--- config.mk ---
export PLATFORM = sky130hd
export DESIGN_NAME = ccb_top
export DESIGN_NICKNAME = d
export VERILOG_FILES = /design/src/ccb_pkg.sv /design/src/ccb_if.sv /design/src/ccb_brownout.sv /design/src/ccb_clkdiv.sv /design/src/ccb_top.sv
export SDC_FILE = /design/constraint.sdc
export NUM_CORES = 1
export LEC_CHECK = 0
export ABC_AREA = 1
export BUFFER_PORTS_ARGS = -buffer_cell sky130_fd_sc_hd__buf_2
export CAP_MARGIN = 40
export CORE_AREA = 4 4 109 111
export CTS_BUF_LIST = sky130_fd_sc_hd__clkbuf_4
export DETAILED_ROUTE_END_ITERATION = 10
export DIE_AREA = 0 0 113 115
export PLACE_DENSITY_LB_ADDON = 0.05
export SLEW_MARGIN = 20
export SYNTH_ARGS = -nofsm -noshare
export SYNTH_HDL_FRONTEND = slang
export SYNTH_SLANG_ARGS = --single-unit
--- constraint.sdc ---
create_clock -name clk -period 2.05 [get_ports clk]
set_input_delay 0.1025 -clock clk [delete_from_list [all_inputs] [get_ports clk]]
set_output_delay 0.1025 -clock clk [all_outputs]
set_load 0.02 [all_outputs]
--- src/ccb_pkg.sv ---
// Constants and types shared by the clock and brownout control block
package ccb_pkg;
    localparam int CLK_FREQ_MHZ = 125;
    localparam int RC_OSC_FREQ_MHZ = 6;
    localparam logic [7:0] ADDR_DIV = 8'h00;
    localparam logic [7:0] ADDR_AUX = 8'h04;
    localparam logic [7:0] ADDR_IEN = 8'h08;
    localparam logic [7:0] ADDR_POWER_CONTROL_REG = 8'h0c;
    localparam logic [7:0] ADDR_PORT2_MODE_REG1 = 8'h10;
    localparam logic [7:0] ADDR_STAT = 8'h14;
    localparam int AUX_IRQ_SEL_BIT = 5;
    localparam int AUX_BOD_DIS_BIT = 6;
    localparam int IEN_GLOBAL_BIT = 7;
    localparam int IEN_BROWNOUT_BIT = 5;
    localparam int POWER_CONTROL_REG_FLAG_BIT = 5;
    localparam int PORT2_MODE_REG1_CLKOUT_BIT = 6;
    localparam logic [7:0] DIV_RST = 8'h00;
    localparam logic [7:0] AUX_RST = 8'h00;
    localparam logic [7:0] IEN_RST = 8'h00;
    localparam logic [7:0] PORT2_MODE_REG1_RST = 8'h00;
    localparam logic [2:0] MCYCLE_LAST = 3'h5;
    localparam logic [2:0] CLKOUT_MID = 3'h2;
    typedef enum logic [2:0] {
        OSC_XTAL_LOW = 3'h0,
        OSC_XTAL_MED = 3'h1,
        OSC_XTAL_HIGH = 3'h2,
        OSC_RC = 3'h3,
        OSC_EXT = 3'h4
    } ccb_osc_e;
    typedef enum logic [1:0] {
        BUS_IDLE = 2'b01,
        BUS_RESP = 2'b10
    } ccb_bus_e;
endpackage

--- src/ccb_if.sv ---
// Interface between the control top and its divider and brownout units
`timescale 1ns/1ns
`default_nettype none
interface ccb_if;
    logic osc_tick;
    logic halve;
    logic [7:0] divider;
    logic cpu_tick;
    logic below_low;
    logic below_high;
    logic level_low;
    logic bod_disable;
    logic irq_select;
    logic detect;
    logic bod_event;
    logic bod_reset;
    modport ctrl (output osc_tick, halve, divider, below_low, below_high, level_low,
                  bod_disable, irq_select, input cpu_tick, detect, bod_event, bod_reset);
    modport div (input osc_tick, halve, divider, output cpu_tick);
    modport brownout_disable (input below_low, below_high, level_low, bod_disable, irq_select,
                 output detect, bod_event, bod_reset);
endinterface
`default_nettype wire

--- src/ccb_brownout.sv ---
// Brownout detector: level select, disable, crossing event and reset hold
`timescale 1ns/1ns
`default_nettype none
module ccb_brownout (
    input wire logic clk,
    input wire logic sys_rst,
    ccb_if.brownout_disable bif
);
    logic detect_reg;
    logic event_reg;
    logic reset_reg;
    logic below;

    assign below = bif.level_low ? bif.below_low : bif.below_high;
    assign bif.detect = detect_reg;
    assign bif.bod_event = event_reg;
    assign bif.bod_reset = reset_reg;

    always_ff @(posedge clk) begin
        if (sys_rst) begin
            detect_reg <= 1'b0;
        end else begin
            detect_reg <= below & ~bif.bod_disable;
        end
    end

    // Only the start of a detection (a falling crossing, or clearing the disable during a sag) makes an event; a long sag gives just one
    always_ff @(posedge clk) begin
        if (sys_rst) begin
            event_reg <= 1'b0;
        end else begin
            event_reg <= below & ~bif.bod_disable & ~detect_reg;
        end
    end

    always_ff @(posedge clk) begin
        if (sys_rst) begin
            reset_reg <= 1'b0;
        end else begin
            reset_reg <= below & ~bif.bod_disable & ~bif.irq_select;
        end
    end
endmodule // ccb_brownout
`default_nettype wire

--- src/ccb_clkdiv.sv ---
// CPU clock tick generator: compatibility halving and programmable divider
`timescale 1ns/1ns
`default_nettype none
module ccb_clkdiv (
    input wire logic clk,
    input wire logic sys_rst,
    ccb_if.div dif
);
    logic half_phase_reg;
    logic [7:0] active_reg;
    logic [8:0] count_reg;
    logic cpu_tick_reg;
    logic pre_tick;
    logic [8:0] term;

    // Halving stage passes every second oscillator tick
    assign pre_tick = dif.osc_tick & (~dif.halve | half_phase_reg);
    assign term = {active_reg, 1'b1};
    assign dif.cpu_tick = cpu_tick_reg;

    always_ff @(posedge clk) begin
        if (sys_rst) begin
            half_phase_reg <= 1'b0;
        end else if (dif.osc_tick) begin
            half_phase_reg <= ~half_phase_reg;
        end
    end

    // Divisor reloads only at wrap, so no tick period is ever shortened
    always_ff @(posedge clk) begin
        if (sys_rst) begin
            active_reg <= ccb_pkg::DIV_RST;
            count_reg <= 9'h000;
            cpu_tick_reg <= 1'b0;
        end else begin
            cpu_tick_reg <= 1'b0;
            if (pre_tick) begin
                if (active_reg == 8'h00 || count_reg == term) begin
                    cpu_tick_reg <= 1'b1;
                    count_reg <= 9'h000;
                    active_reg <= dif.divider;
                end else begin
                    count_reg <= count_reg + 9'h001;
                end
            end
        end
    end
endmodule // ccb_clkdiv
`default_nettype wire

--- src/ccb_top.sv ---
// Clock source, CPU clock divider, clock output and brownout control with APB registers
//
// Design decisions made here: the register addresses and the APB register port.
`timescale 1ns/1ns
`default_nettype none
module ccb_top (
    input wire logic clk,
    input wire logic sys_rst,
    input wire logic [7:0] paddr,
    input wire logic psel,
    input wire logic penable,
    input wire logic pwrite,
    input wire logic [31:0] pwdata,
    input wire logic [3:0] pstrb,
    output logic pready,
    output logic [31:0] prdata,
    output logic pslverr,
    input wire logic [2:0] cfg_osc_mode,
    input wire logic cfg_compat_clock_halve,
    input wire logic cfg_brownout_level_select,
    input wire logic supply_below_low,
    input wire logic supply_below_high,
    input wire logic osc_first_pin_in,
    output logic osc_first_pin_out,
    output logic osc_first_pin_oe_n,
    input wire logic osc_second_pin_in,
    output logic osc_second_pin_out,
    output logic osc_second_pin_oe_n,
    input wire logic port_first_data,
    input wire logic port_first_drive,
    input wire logic port_second_data,
    input wire logic port_second_drive,
    output logic port_first_value,
    output logic port_second_value,
    output logic cpu_clk_tick,
    output logic machine_cycle_tick,
    output logic cpu_reset,
    output logic brownout_irq
);
    // ----------------------------------------------------------------
    // Declarations
    // ----------------------------------------------------------------
    ccb_if cif ();
    ccb_pkg::ccb_bus_e bus_state_reg;
    ccb_pkg::ccb_osc_e osc_mode_reg;
    logic cfg_loaded_reg;
    logic halve_reg;
    logic level_low_reg;
    logic [7:0] cpu_clock_divider_reg;
    logic [7:0] aux_control_reg;
    logic [7:0] irq_enable_reg0;
    logic brownout_flag_reg;
    logic [7:0] port2_mode_reg1;
    logic pready_reg;
    logic [31:0] prdata_reg;
    logic pslverr_reg;
    logic [6:0] rc_acc_reg;
    logic [6:0] rc_acc_next;
    logic [7:0] rc_sum;
    logic rc_tick;
    logic first_pin_prev_reg;
    logic [2:0] mc_count_reg;
    logic mc_tick_reg;
    logic clock_out_reg;
    logic first_out_reg;
    logic first_oe_n_reg;
    logic second_out_reg;
    logic second_oe_n_reg;
    logic first_val_reg;
    logic second_val_reg;
    logic irq_reg;
    logic wr_en;
    logic rd_hit;
    logic [7:0] rd_byte;
    logic is_xtal;
    logic clkout_allowed;
    logic clkout_active;
    logic first_port_ok;
    logic second_port_ok;

    // ----------------------------------------------------------------
    // Helpers
    // ----------------------------------------------------------------
    function automatic logic xtal_mode(input ccb_pkg::ccb_osc_e m);
        xtal_mode = (m == ccb_pkg::OSC_XTAL_LOW) || (m == ccb_pkg::OSC_XTAL_MED) ||
                    (m == ccb_pkg::OSC_XTAL_HIGH);
    endfunction

    function automatic logic addr_known(input logic [7:0] a);
        addr_known = (a == ccb_pkg::ADDR_DIV) || (a == ccb_pkg::ADDR_AUX) ||
                     (a == ccb_pkg::ADDR_IEN) || (a == ccb_pkg::ADDR_POWER_CONTROL_REG) ||
                     (a == ccb_pkg::ADDR_PORT2_MODE_REG1) || (a == ccb_pkg::ADDR_STAT);
    endfunction

    // ----------------------------------------------------------------
    // Configuration straps
    // ----------------------------------------------------------------
    // Straps are sampled once, on the first edge after reset release;
    // nothing on the bus can reach these flops afterwards.
    always_ff @(posedge clk) begin
        if (sys_rst) begin
            cfg_loaded_reg <= 1'b0;
            osc_mode_reg <= ccb_pkg::OSC_XTAL_HIGH;
            halve_reg <= 1'b0;
            level_low_reg <= 1'b1;
        end else if (!cfg_loaded_reg) begin
            cfg_loaded_reg <= 1'b1;
            case (cfg_osc_mode)
                3'h0: osc_mode_reg <= ccb_pkg::OSC_XTAL_LOW;
                3'h1: osc_mode_reg <= ccb_pkg::OSC_XTAL_MED;
                3'h2: osc_mode_reg <= ccb_pkg::OSC_XTAL_HIGH;
                3'h3: osc_mode_reg <= ccb_pkg::OSC_RC;
                3'h4: osc_mode_reg <= ccb_pkg::OSC_EXT;
                default: osc_mode_reg <= ccb_pkg::OSC_XTAL_HIGH;
            endcase
            halve_reg <= cfg_compat_clock_halve;
            level_low_reg <= cfg_brownout_level_select;
        end
    end

    assign is_xtal = xtal_mode(osc_mode_reg);
    assign clkout_allowed = (osc_mode_reg == ccb_pkg::OSC_RC) ||
                            (osc_mode_reg == ccb_pkg::OSC_EXT);
    assign clkout_active = clkout_allowed & port2_mode_reg1[ccb_pkg::PORT2_MODE_REG1_CLKOUT_BIT];

    // ----------------------------------------------------------------
    // Oscillator tick selection
    // ----------------------------------------------------------------
    // RC source is an average-rate tick from the fast clock: a phase
    // accumulator, so jitter is one fast period, like a real RC.
    // Sum kept one bit wider: accumulator plus step can pass 127
    always_comb begin
        rc_sum = {1'b0, rc_acc_reg} + 8'(ccb_pkg::RC_OSC_FREQ_MHZ);
        rc_acc_next = rc_sum[6:0];
        rc_tick = 1'b0;
        if (rc_sum >= 8'(ccb_pkg::CLK_FREQ_MHZ)) begin
            rc_acc_next = 7'(rc_sum - 8'(ccb_pkg::CLK_FREQ_MHZ));
            rc_tick = 1'b1;
        end
    end

    always_ff @(posedge clk) begin
        if (sys_rst) begin
            rc_acc_reg <= 7'h00;
        end else begin
            rc_acc_reg <= rc_acc_next;
        end
    end

    always_ff @(posedge clk) begin
        if (sys_rst) begin
            first_pin_prev_reg <= 1'b0;
        end else begin
            first_pin_prev_reg <= osc_first_pin_in;
        end
    end

    // Crystal modes treat the fast clock itself as the oscillator
    always_comb begin
        case (osc_mode_reg)
            ccb_pkg::OSC_RC: cif.osc_tick = rc_tick;
            ccb_pkg::OSC_EXT: cif.osc_tick = osc_first_pin_in & ~first_pin_prev_reg;
            default: cif.osc_tick = 1'b1;
        endcase
        // No ticks before the straps load, so halving starts in phase
        if (!cfg_loaded_reg) begin
            cif.osc_tick = 1'b0;
        end
    end

    // ----------------------------------------------------------------
    // Divider and brownout units
    // ----------------------------------------------------------------
    assign cif.halve = halve_reg;
    assign cif.divider = cpu_clock_divider_reg;
    assign cif.below_low = supply_below_low;
    assign cif.below_high = supply_below_high;
    assign cif.level_low = level_low_reg;
    assign cif.bod_disable = aux_control_reg[ccb_pkg::AUX_BOD_DIS_BIT];
    assign cif.irq_select = aux_control_reg[ccb_pkg::AUX_IRQ_SEL_BIT];

    ccb_clkdiv u_div (
        .clk(clk),
        .sys_rst(sys_rst),
        .dif(cif)
    );

    ccb_brownout u_bod (
        .clk(clk),
        .sys_rst(sys_rst),
        .bif(cif)
    );

    // ----------------------------------------------------------------
    // Machine cycle and clock output
    // ----------------------------------------------------------------
    // One counter serves both: timers and the clock output then can
    // never drift apart from the instruction timing.
    always_ff @(posedge clk) begin
        if (sys_rst) begin
            mc_count_reg <= 3'h0;
            mc_tick_reg <= 1'b0;
        end else begin
            mc_tick_reg <= 1'b0;
            if (cif.cpu_tick) begin
                if (mc_count_reg == ccb_pkg::MCYCLE_LAST) begin
                    mc_count_reg <= 3'h0;
                    mc_tick_reg <= 1'b1;
                end else begin
                    mc_count_reg <= mc_count_reg + 3'h1;
                end
            end
        end
    end

    // Toggles every three CPU ticks; idle does not stop it
    always_ff @(posedge clk) begin
        if (sys_rst) begin
            clock_out_reg <= 1'b0;
        end else if (cif.cpu_tick && (mc_count_reg == ccb_pkg::CLKOUT_MID ||
                                      mc_count_reg == ccb_pkg::MCYCLE_LAST)) begin
            clock_out_reg <= ~clock_out_reg;
        end
    end

    // ----------------------------------------------------------------
    // Oscillator pin muxing
    // ----------------------------------------------------------------
    assign first_port_ok = (osc_mode_reg == ccb_pkg::OSC_RC);
    assign second_port_ok = clkout_allowed & ~is_xtal;

    always_ff @(posedge clk) begin
        if (sys_rst) begin
            first_out_reg <= 1'b1;
            first_oe_n_reg <= 1'b1;
            first_val_reg <= 1'b0;
        end else begin
            first_out_reg <= port_first_data;
            first_oe_n_reg <= ~(first_port_ok & port_first_drive);
            first_val_reg <= first_port_ok & osc_first_pin_in;
        end
    end

    always_ff @(posedge clk) begin
        if (sys_rst) begin
            second_out_reg <= 1'b1;
            second_oe_n_reg <= 1'b1;
            second_val_reg <= 1'b0;
        end else begin
            if (clkout_active) begin
                second_out_reg <= clock_out_reg;
                second_oe_n_reg <= 1'b0;
            end else begin
                second_out_reg <= port_second_data;
                second_oe_n_reg <= ~(second_port_ok & port_second_drive);
            end
            second_val_reg <= second_port_ok & osc_second_pin_in;
        end
    end

    // ----------------------------------------------------------------
    // APB slave
    // ----------------------------------------------------------------
    // Write commits on the edge that samples pready high, so a stalled
    // master never sees a register change before its transfer ends.
    assign wr_en = (bus_state_reg == ccb_pkg::BUS_RESP) & psel & penable & pwrite &
                   pstrb[0] & addr_known(paddr);
    assign rd_hit = addr_known(paddr);

    always_comb begin
        case (paddr)
            ccb_pkg::ADDR_DIV: rd_byte = cpu_clock_divider_reg;
            ccb_pkg::ADDR_AUX: rd_byte = aux_control_reg;
            ccb_pkg::ADDR_IEN: rd_byte = irq_enable_reg0;
            ccb_pkg::ADDR_POWER_CONTROL_REG: rd_byte = 8'(brownout_flag_reg) << ccb_pkg::POWER_CONTROL_REG_FLAG_BIT;
            ccb_pkg::ADDR_PORT2_MODE_REG1: rd_byte = port2_mode_reg1;
            ccb_pkg::ADDR_STAT: rd_byte = {cpu_reset, cif.detect, level_low_reg, halve_reg,
                                           1'b0, osc_mode_reg};
            default: rd_byte = 8'h00;
        endcase
    end

    always_ff @(posedge clk) begin
        if (sys_rst) begin
            bus_state_reg <= ccb_pkg::BUS_IDLE;
            pready_reg <= 1'b0;
            prdata_reg <= 32'h0000_0000;
            pslverr_reg <= 1'b0;
        end else begin
            case (bus_state_reg)
                ccb_pkg::BUS_IDLE: begin
                    if (psel && penable) begin
                        bus_state_reg <= ccb_pkg::BUS_RESP;
                        pready_reg <= 1'b1;
                        pslverr_reg <= ~rd_hit;
                        prdata_reg <= pwrite ? 32'h0000_0000 : {24'h00_0000, rd_byte};
                    end
                end
                ccb_pkg::BUS_RESP: begin
                    bus_state_reg <= ccb_pkg::BUS_IDLE;
                    pready_reg <= 1'b0;
                    pslverr_reg <= 1'b0;
                    prdata_reg <= 32'h0000_0000;
                end
                default: begin
                    bus_state_reg <= ccb_pkg::BUS_IDLE;
                    pready_reg <= 1'b0;
                end
            endcase
        end
    end

    // ----------------------------------------------------------------
    // Software registers
    // ----------------------------------------------------------------
    always_ff @(posedge clk) begin
        if (sys_rst) begin
            cpu_clock_divider_reg <= ccb_pkg::DIV_RST;
        end else if (wr_en && paddr == ccb_pkg::ADDR_DIV) begin
            cpu_clock_divider_reg <= pwdata[7:0];
        end
    end

    always_ff @(posedge clk) begin
        if (sys_rst) begin
            aux_control_reg <= ccb_pkg::AUX_RST;
        end else if (wr_en && paddr == ccb_pkg::ADDR_AUX) begin
            aux_control_reg <= pwdata[7:0];
        end
    end

    always_ff @(posedge clk) begin
        if (sys_rst) begin
            irq_enable_reg0 <= ccb_pkg::IEN_RST;
        end else if (wr_en && paddr == ccb_pkg::ADDR_IEN) begin
            irq_enable_reg0 <= pwdata[7:0];
        end
    end

    // Software may drop the enable before idle to save power
    always_ff @(posedge clk) begin
        if (sys_rst) begin
            port2_mode_reg1 <= ccb_pkg::PORT2_MODE_REG1_RST;
        end else if (wr_en && paddr == ccb_pkg::ADDR_PORT2_MODE_REG1) begin
            port2_mode_reg1 <= pwdata[7:0];
        end
    end

    // Write one clears; a detection in the same cycle keeps the flag set
    always_ff @(posedge clk) begin
        if (sys_rst) begin
            brownout_flag_reg <= 1'b0;
        end else if (cif.bod_event) begin
            brownout_flag_reg <= 1'b1;
        end else if (wr_en && paddr == ccb_pkg::ADDR_POWER_CONTROL_REG &&
                     pwdata[ccb_pkg::POWER_CONTROL_REG_FLAG_BIT]) begin
            brownout_flag_reg <= 1'b0;
        end
    end

    // ----------------------------------------------------------------
    // Interrupt request
    // ----------------------------------------------------------------
    always_ff @(posedge clk) begin
        if (sys_rst) begin
            irq_reg <= 1'b0;
        end else begin
            irq_reg <= brownout_flag_reg & cif.irq_select & ~cif.bod_disable &
                       irq_enable_reg0[ccb_pkg::IEN_GLOBAL_BIT] &
                       irq_enable_reg0[ccb_pkg::IEN_BROWNOUT_BIT];
        end
    end

    // ----------------------------------------------------------------
    // Outputs
    // ----------------------------------------------------------------
    assign pready = pready_reg;
    assign prdata = prdata_reg;
    assign pslverr = pslverr_reg;
    assign cpu_clk_tick = cif.cpu_tick;
    assign machine_cycle_tick = mc_tick_reg;
    assign cpu_reset = cif.bod_reset;
    assign brownout_irq = irq_reg;
    assign osc_first_pin_out = first_out_reg;
    assign osc_first_pin_oe_n = first_oe_n_reg;
    assign osc_second_pin_out = second_out_reg;
    assign osc_second_pin_oe_n = second_oe_n_reg;
    assign port_first_value = first_val_reg;
    assign port_second_value = second_val_reg;
endmodule // ccb_top
`default_nettype wire

Word-level counts from Yosys, hierarchy flattened:

Index checks and enable logic that the tools add are counted.

* register bits after elaboration: 117
* bits in latches: 0
* RAM bits: 0
* ROM bits: 0
* bits of input ports: 62
* output and inout bits: 44
* word-level logic and storage cells: 140
* memories kept: 0

* add/subtract/negate cells: 4
* multiply operators: 0
* div/mod/pow operators: 0
* order comparisons: 1
* equality and inequality tests: 18
* shift operators: 0
* muxes and demuxes: 21
* bitwise operators: 35
* reductions and logical operators: 29

Operator list (number)
* one-hot mux 32 bit (2 select lines): 1
* one-hot mux 8 bit (6 select lines): 1
* two-way mux 32 bit: 1
* AND 1 bit: 20
* == test 8 x 4 -> 1 bit (second input constant): 2
* == test 8 x 5 -> 1 bit (second input constant): 2
* zero test 8 bit: 2
* inverter 1 bit: 14
* == test 3 x 2 -> 1 bit (second input constant): 4
* one-hot mux 3 bit (4 select lines): 1
* two-way mux 1 bit: 11
* logical OR 1 bit: 10
* adder 9 x 1 -> 9 bit (second input constant): 1
* == test 3 bit (second input constant): 3
* == test 9 bit: 1
* two-way mux 9 bit: 1
* adder 7 x 3 -> 8 bit (second input constant): 1
* == test 8 x 3 -> 1 bit (second input constant): 1
* >= comparator 8 x 7 -> 1 bit (second input constant): 1
* logical AND 1 bit: 8
* two-way mux 8 bit: 1
* two-way mux 7 bit: 1
* subtractor 7 bit (second input constant): 1
* == test 3 x 1 -> 1 bit (second input constant): 2
* 11 further kinds: 17

Logic depth before layout (Yosys ltp):

* depth after elaboration: 11
* depth in mapped cells: 15
* depth with buffers taken out: 14

Modules after synthesis:

A second synthesis with hierarchy kept.

* cell total of the unflattened synthesis: 623
* area total of the unflattened synthesis: 4510.6 sq um

Modules (own cells, without submodules)
* ccb_top: times used 1, cells an instance 473, area an instance 3440.8 sq um
* ccb_clkdiv: times used 1, cells an instance 137, area an instance 963.4 sq um
* ccb_brownout: times used 1, cells an instance 13, area an instance 106.4 sq um

Least setup slack after synthesis:

OpenSTA, ideal clock, no wires.

* path type: reg-to-reg
* start: register rc_acc_reg[1]
* end: register u_div.count_reg[1]
* arrival: 1.770 ns
* required time: 1.938 ns
* setup slack: 0.168 ns
* stages on the path, launching flop included: 14
* buffers on the path: 1
* cell sequence: dfxtp_1 inv_1 ha_1 inv_1 nand3_1 a21oi_2 nand3_2 nand2_4 nand2_2 nand2_2 nand3_2 buf_6 o21ai_2 nor2_2

* word-level cells in the longest chain between the ends: 6

Ends and longest elaborated chain
* from (decl): line ccb_top.sv:57 `logic [6:0] rc_acc_reg;`
* from (signal assigned): line ccb_top.sv:146 `rc_acc_reg <= rc_acc_next;`
* adder 7 x 3 -> 8 bit: line ccb_top.sv:133 `rc_sum = {1'b0, rc_acc_reg} + 8'(ccb_pkg::RC_OSC_FREQ_MHZ);`
* >= comparator 8 x 7 -> 1 bit: line ccb_top.sv:136 `if (rc_sum >= 8'(ccb_pkg::CLK_FREQ_MHZ)) begin`
* two-way mux 1 bit: line ccb_top.sv:136
* one-hot mux 1 bit (2 select lines): line ccb_top.sv:160 `case (osc_mode_reg)`
* two-way mux 1 bit: line ccb_top.sv:166 `if (!cfg_loaded_reg) begin`
* AND 1 bit: line ccb_clkdiv.sv:17 `assign pre_tick = dif.osc_tick & (~dif.halve | half_phase_reg);`
* to (signal assigned): line ccb_clkdiv.sv:43 `count_reg <= count_reg + 9'h001;`
* to (decl): line ccb_clkdiv.sv:11 `logic [8:0] count_reg;`

Every way passes these cells.
A chain may end at the register's enable or synchronous reset.

Final worst setup path:

* start: register rc_acc_reg[1]
* end: register u_div.active_reg[6]

* word-level cells in the longest chain between the ends: 7

Ends and longest elaborated chain
* adder 7 x 3 -> 8 bit: line ccb_top.sv:133
* >= comparator 8 x 7 -> 1 bit: line ccb_top.sv:136
* two-way mux 1 bit: line ccb_top.sv:136
* one-hot mux 1 bit (2 select lines): line ccb_top.sv:160
* two-way mux 1 bit: line ccb_top.sv:166
* AND 1 bit: line ccb_clkdiv.sv:17
* AND reduction 2 bit (no line)
* to (signal assigned): line ccb_clkdiv.sv:32 `active_reg <= ccb_pkg::DIV_RST;`
* to (signal assigned): line ccb_clkdiv.sv:41 `active_reg <= dif.divider;`
* to (decl): line ccb_clkdiv.sv:10 `logic [7:0] active_reg;`

Every way passes these cells.

==> metrics <==
# Max-Cap Violations=0; Port Buf Inserts=54; final setup vio count=0; final WL=between 10000 and 15000 um; Synth Warn #=0; fin nets=720; Max VDD drop=about 0.31 mV; min cycle time layout=roughly 1.9 ns; vias=a little under 4000; Seq/Total Area, Yosys=42.3%; # rows=38; Tot Pwr=roughly 3.4 mW; TritonRoute pass-1 iters=4; clock tree sinks=just over 90; Post-Syn Area=approximately 0.0044 mm2; required time worst endpoint=about 2.5 ns; layout cells sized above 1=approximately a fifth; dpl cells=750; IO Count=roughly 110; Slew Viols, Final=0; H-tree levels=3; Congestion Overflow GR=0; Avg WL per Cell=approximately 14 um; status=completed; hpwl dp=7620 um; Antenna Nets Post-Route=0; cts bufs inserted=9; Clk pin slew, worst setup/hold paths=0.15 ns; Die Width=roughly 110 um; routed vias/inst=4.91; number of global-route vias before repair=approximately 3600; CP endpoint kind=register; Initial Utilization=40.3%; global-route wire length before repair=between 15000 and 20000 um; Worst-Margin Slew=about 0.73 ns; max FFs per register=9; Chip Height=115 um; initial DRC count=between 150 and 200; clk buf depth=2; Power Density=between 600 and 700 mW/mm2; initial antenna violation count=0; CP arrival=approximately 2.3 ns; critical path class=register to register; Critical Path Start Type=register; largest area contributor in the netlist=dfxtp_1; synthesized area per cell=7.75 um2; FF+latch count, synth=92; clock root cell=clkbuf_4; final hold viol count=0; clk_skew=between 0.01 and 0.015 ns; setup_tns=0 ns; total track usage=approximately 17%; Slew HR=51.0%; leakage power=2.15 nW; pin count of the biggest net entering global routing=between 60 and 70; r2r setup slk=between 0.1 and 0.15 ns; number of library cell types mapped by synthesis=45; Tcrit/Tclk final=between 90 and 100%; fin util=48.7%; Skew-Pair Late Insertion Delay=between 0.4 and 0.5 ns; non-filler instance count after layout=approximately 800; Core Area=0.0108 mm2; Area Growth Syn to Fin=20.7%; die area=about 0.013 mm2; DRC=0; share of the synthesized area in the top cell type=42.3%; CTS tree=built; crit-path max FO=8; synth top area cells=dfxtp_1 42%, inv_1 7.5%, a21oi_1 6.4%; Cells after Synth=approximately 560; f_max=around 530 MHz; Tightest Hold Check Type=primary input to register; gpl congestion=between 0.8 and 0.9; number of diodes=0
## logic make-up (layout without fill, tap and decap cells)
logic type                 count (synthesis)  in the layout  share of synthesized area, %
and+or+nand+nor                          172            172                          20.4
AOI/OAI and AO/OA                        146            146                          18.6
buffers and inverters                    131            204                          14.1
DFF                                       92             92                          42.3
xor gates and xnor gates                  12             12                          2.42
adders and majority gates                  6              6                          1.73
other                                      1             24                        0.0862
muxes                                      1              1                         0.259
## Yosys cell counts, drive strengths merged
master	count
a21boi	1
o211ai	1
o31ai	2
buf	33
o21bai	1
a211oi	7
or2	1
xor2	8
mux2	1
a31oi	1
nand3b	1
xnor2	4
nand2	58
dfxtp	92
and2	1
a21oi	57
nand3	44
ha	6
o22ai	21
conb	1
nand4	15
and3	1
inv	88
o32ai	1
nor2	40
o21ai	52
a311oi	1
clkbuf	10
o221ai	1
nor3	11
## per-stage QoR
| stage | hold WS [ns] | worst slack, ns | area [um2] |
|---|---|---|---|
| after floorplan | 0.187 | 0.168 | 4440 |
| after global placement | 0.289 | 0.0556 | 4710 |
| after detailed placement | 0.292 | 0.0304 | 4710 |
| after CTS | 0.0170 | 0.0113 | 5130 |
| after global routing | 0.0512 | -0.0203 | 5250 |
| final | 0.0535 | 0.147 | 5250 |
## worst paths after layout
check | start | to | cells past startpoint
min | supply_below_high | u_bod.bif.detect | 4
max | rc_acc_reg[1] | u_div.active_reg[6] | 13
min reg2reg | aux_control_reg[6] | brownout_irq | 1
max reg2reg | rc_acc_reg[1] | u_div.active_reg[6] | 13
## placed cells by master (no fill, tap or decap), types with 7 or more instances in the layout
master	n
clkbuf_4	9
nand3_1	31
o22ai_1	21
buf_2	54
nor3_1	9
conb_1	24
nand3_2	12
xor2_1	8
inv_1	83
a21oi_1	56
a211oi_1	7
dlygate4sd3_1	26
dfxtp_1	90
buf_4	20
nor2_1	37
o21ai_0	48
nand4_1	13
nand2_1	49
## layout make-up
type	instances	area, um2
multi-input combinational	361	2060
inverter	88	335
clock inverter	7	90.1
fill	1112	5540
tap	140	175
sequential	92	1840
clock buffer	9	67.6
timing repair buffer	100	681
## where the power goes
part | internal [mW] | switching (mW) | leakage [nW]
clock | 0.491 | 0.631 | 0.0837
sequential | 1.83 | 0.0308 | 0.747
combinational | 0.161 | 0.258 | 1.32
total | 2.48 | 0.920 | 2.15
## critical path: stages (launching register included)
cell and delay [ns]:
dfxtp_2 0.38, inv_4 0.06, ha_4 0.23, inv_2 0.06, nand3_2 0.09, a21oi_2 0.13
nand3_2 0.10, nand2_4 0.14, nand2_4 0.06, nand2_4 0.08, nand3_4 0.09, nor2_4 0.26
nand3_1 0.10, nand2_1 0.07
## timing repair
action,CTS,global route
pin swaps,0,8
buffers inserted,0,5
hold buffers,26,0
gates resized for setup,1,20
endpoints found under the setup margin,1,20
endpoints found under the hold margin,48,0
## per-layer routing
metal / vias to the layer above / track usage (%) / part of all wire (%)
li1: 2016 / - / -
met1: 1818 / 22.2 / 48
met2: 67 / 27.5 / 46
met3: 16 / 3.21 / 4.1
met4: 0 / 6.81 / 1.8
met5: - / 0 / 0
No activity file was read; power rests on OpenSTA's default activity.
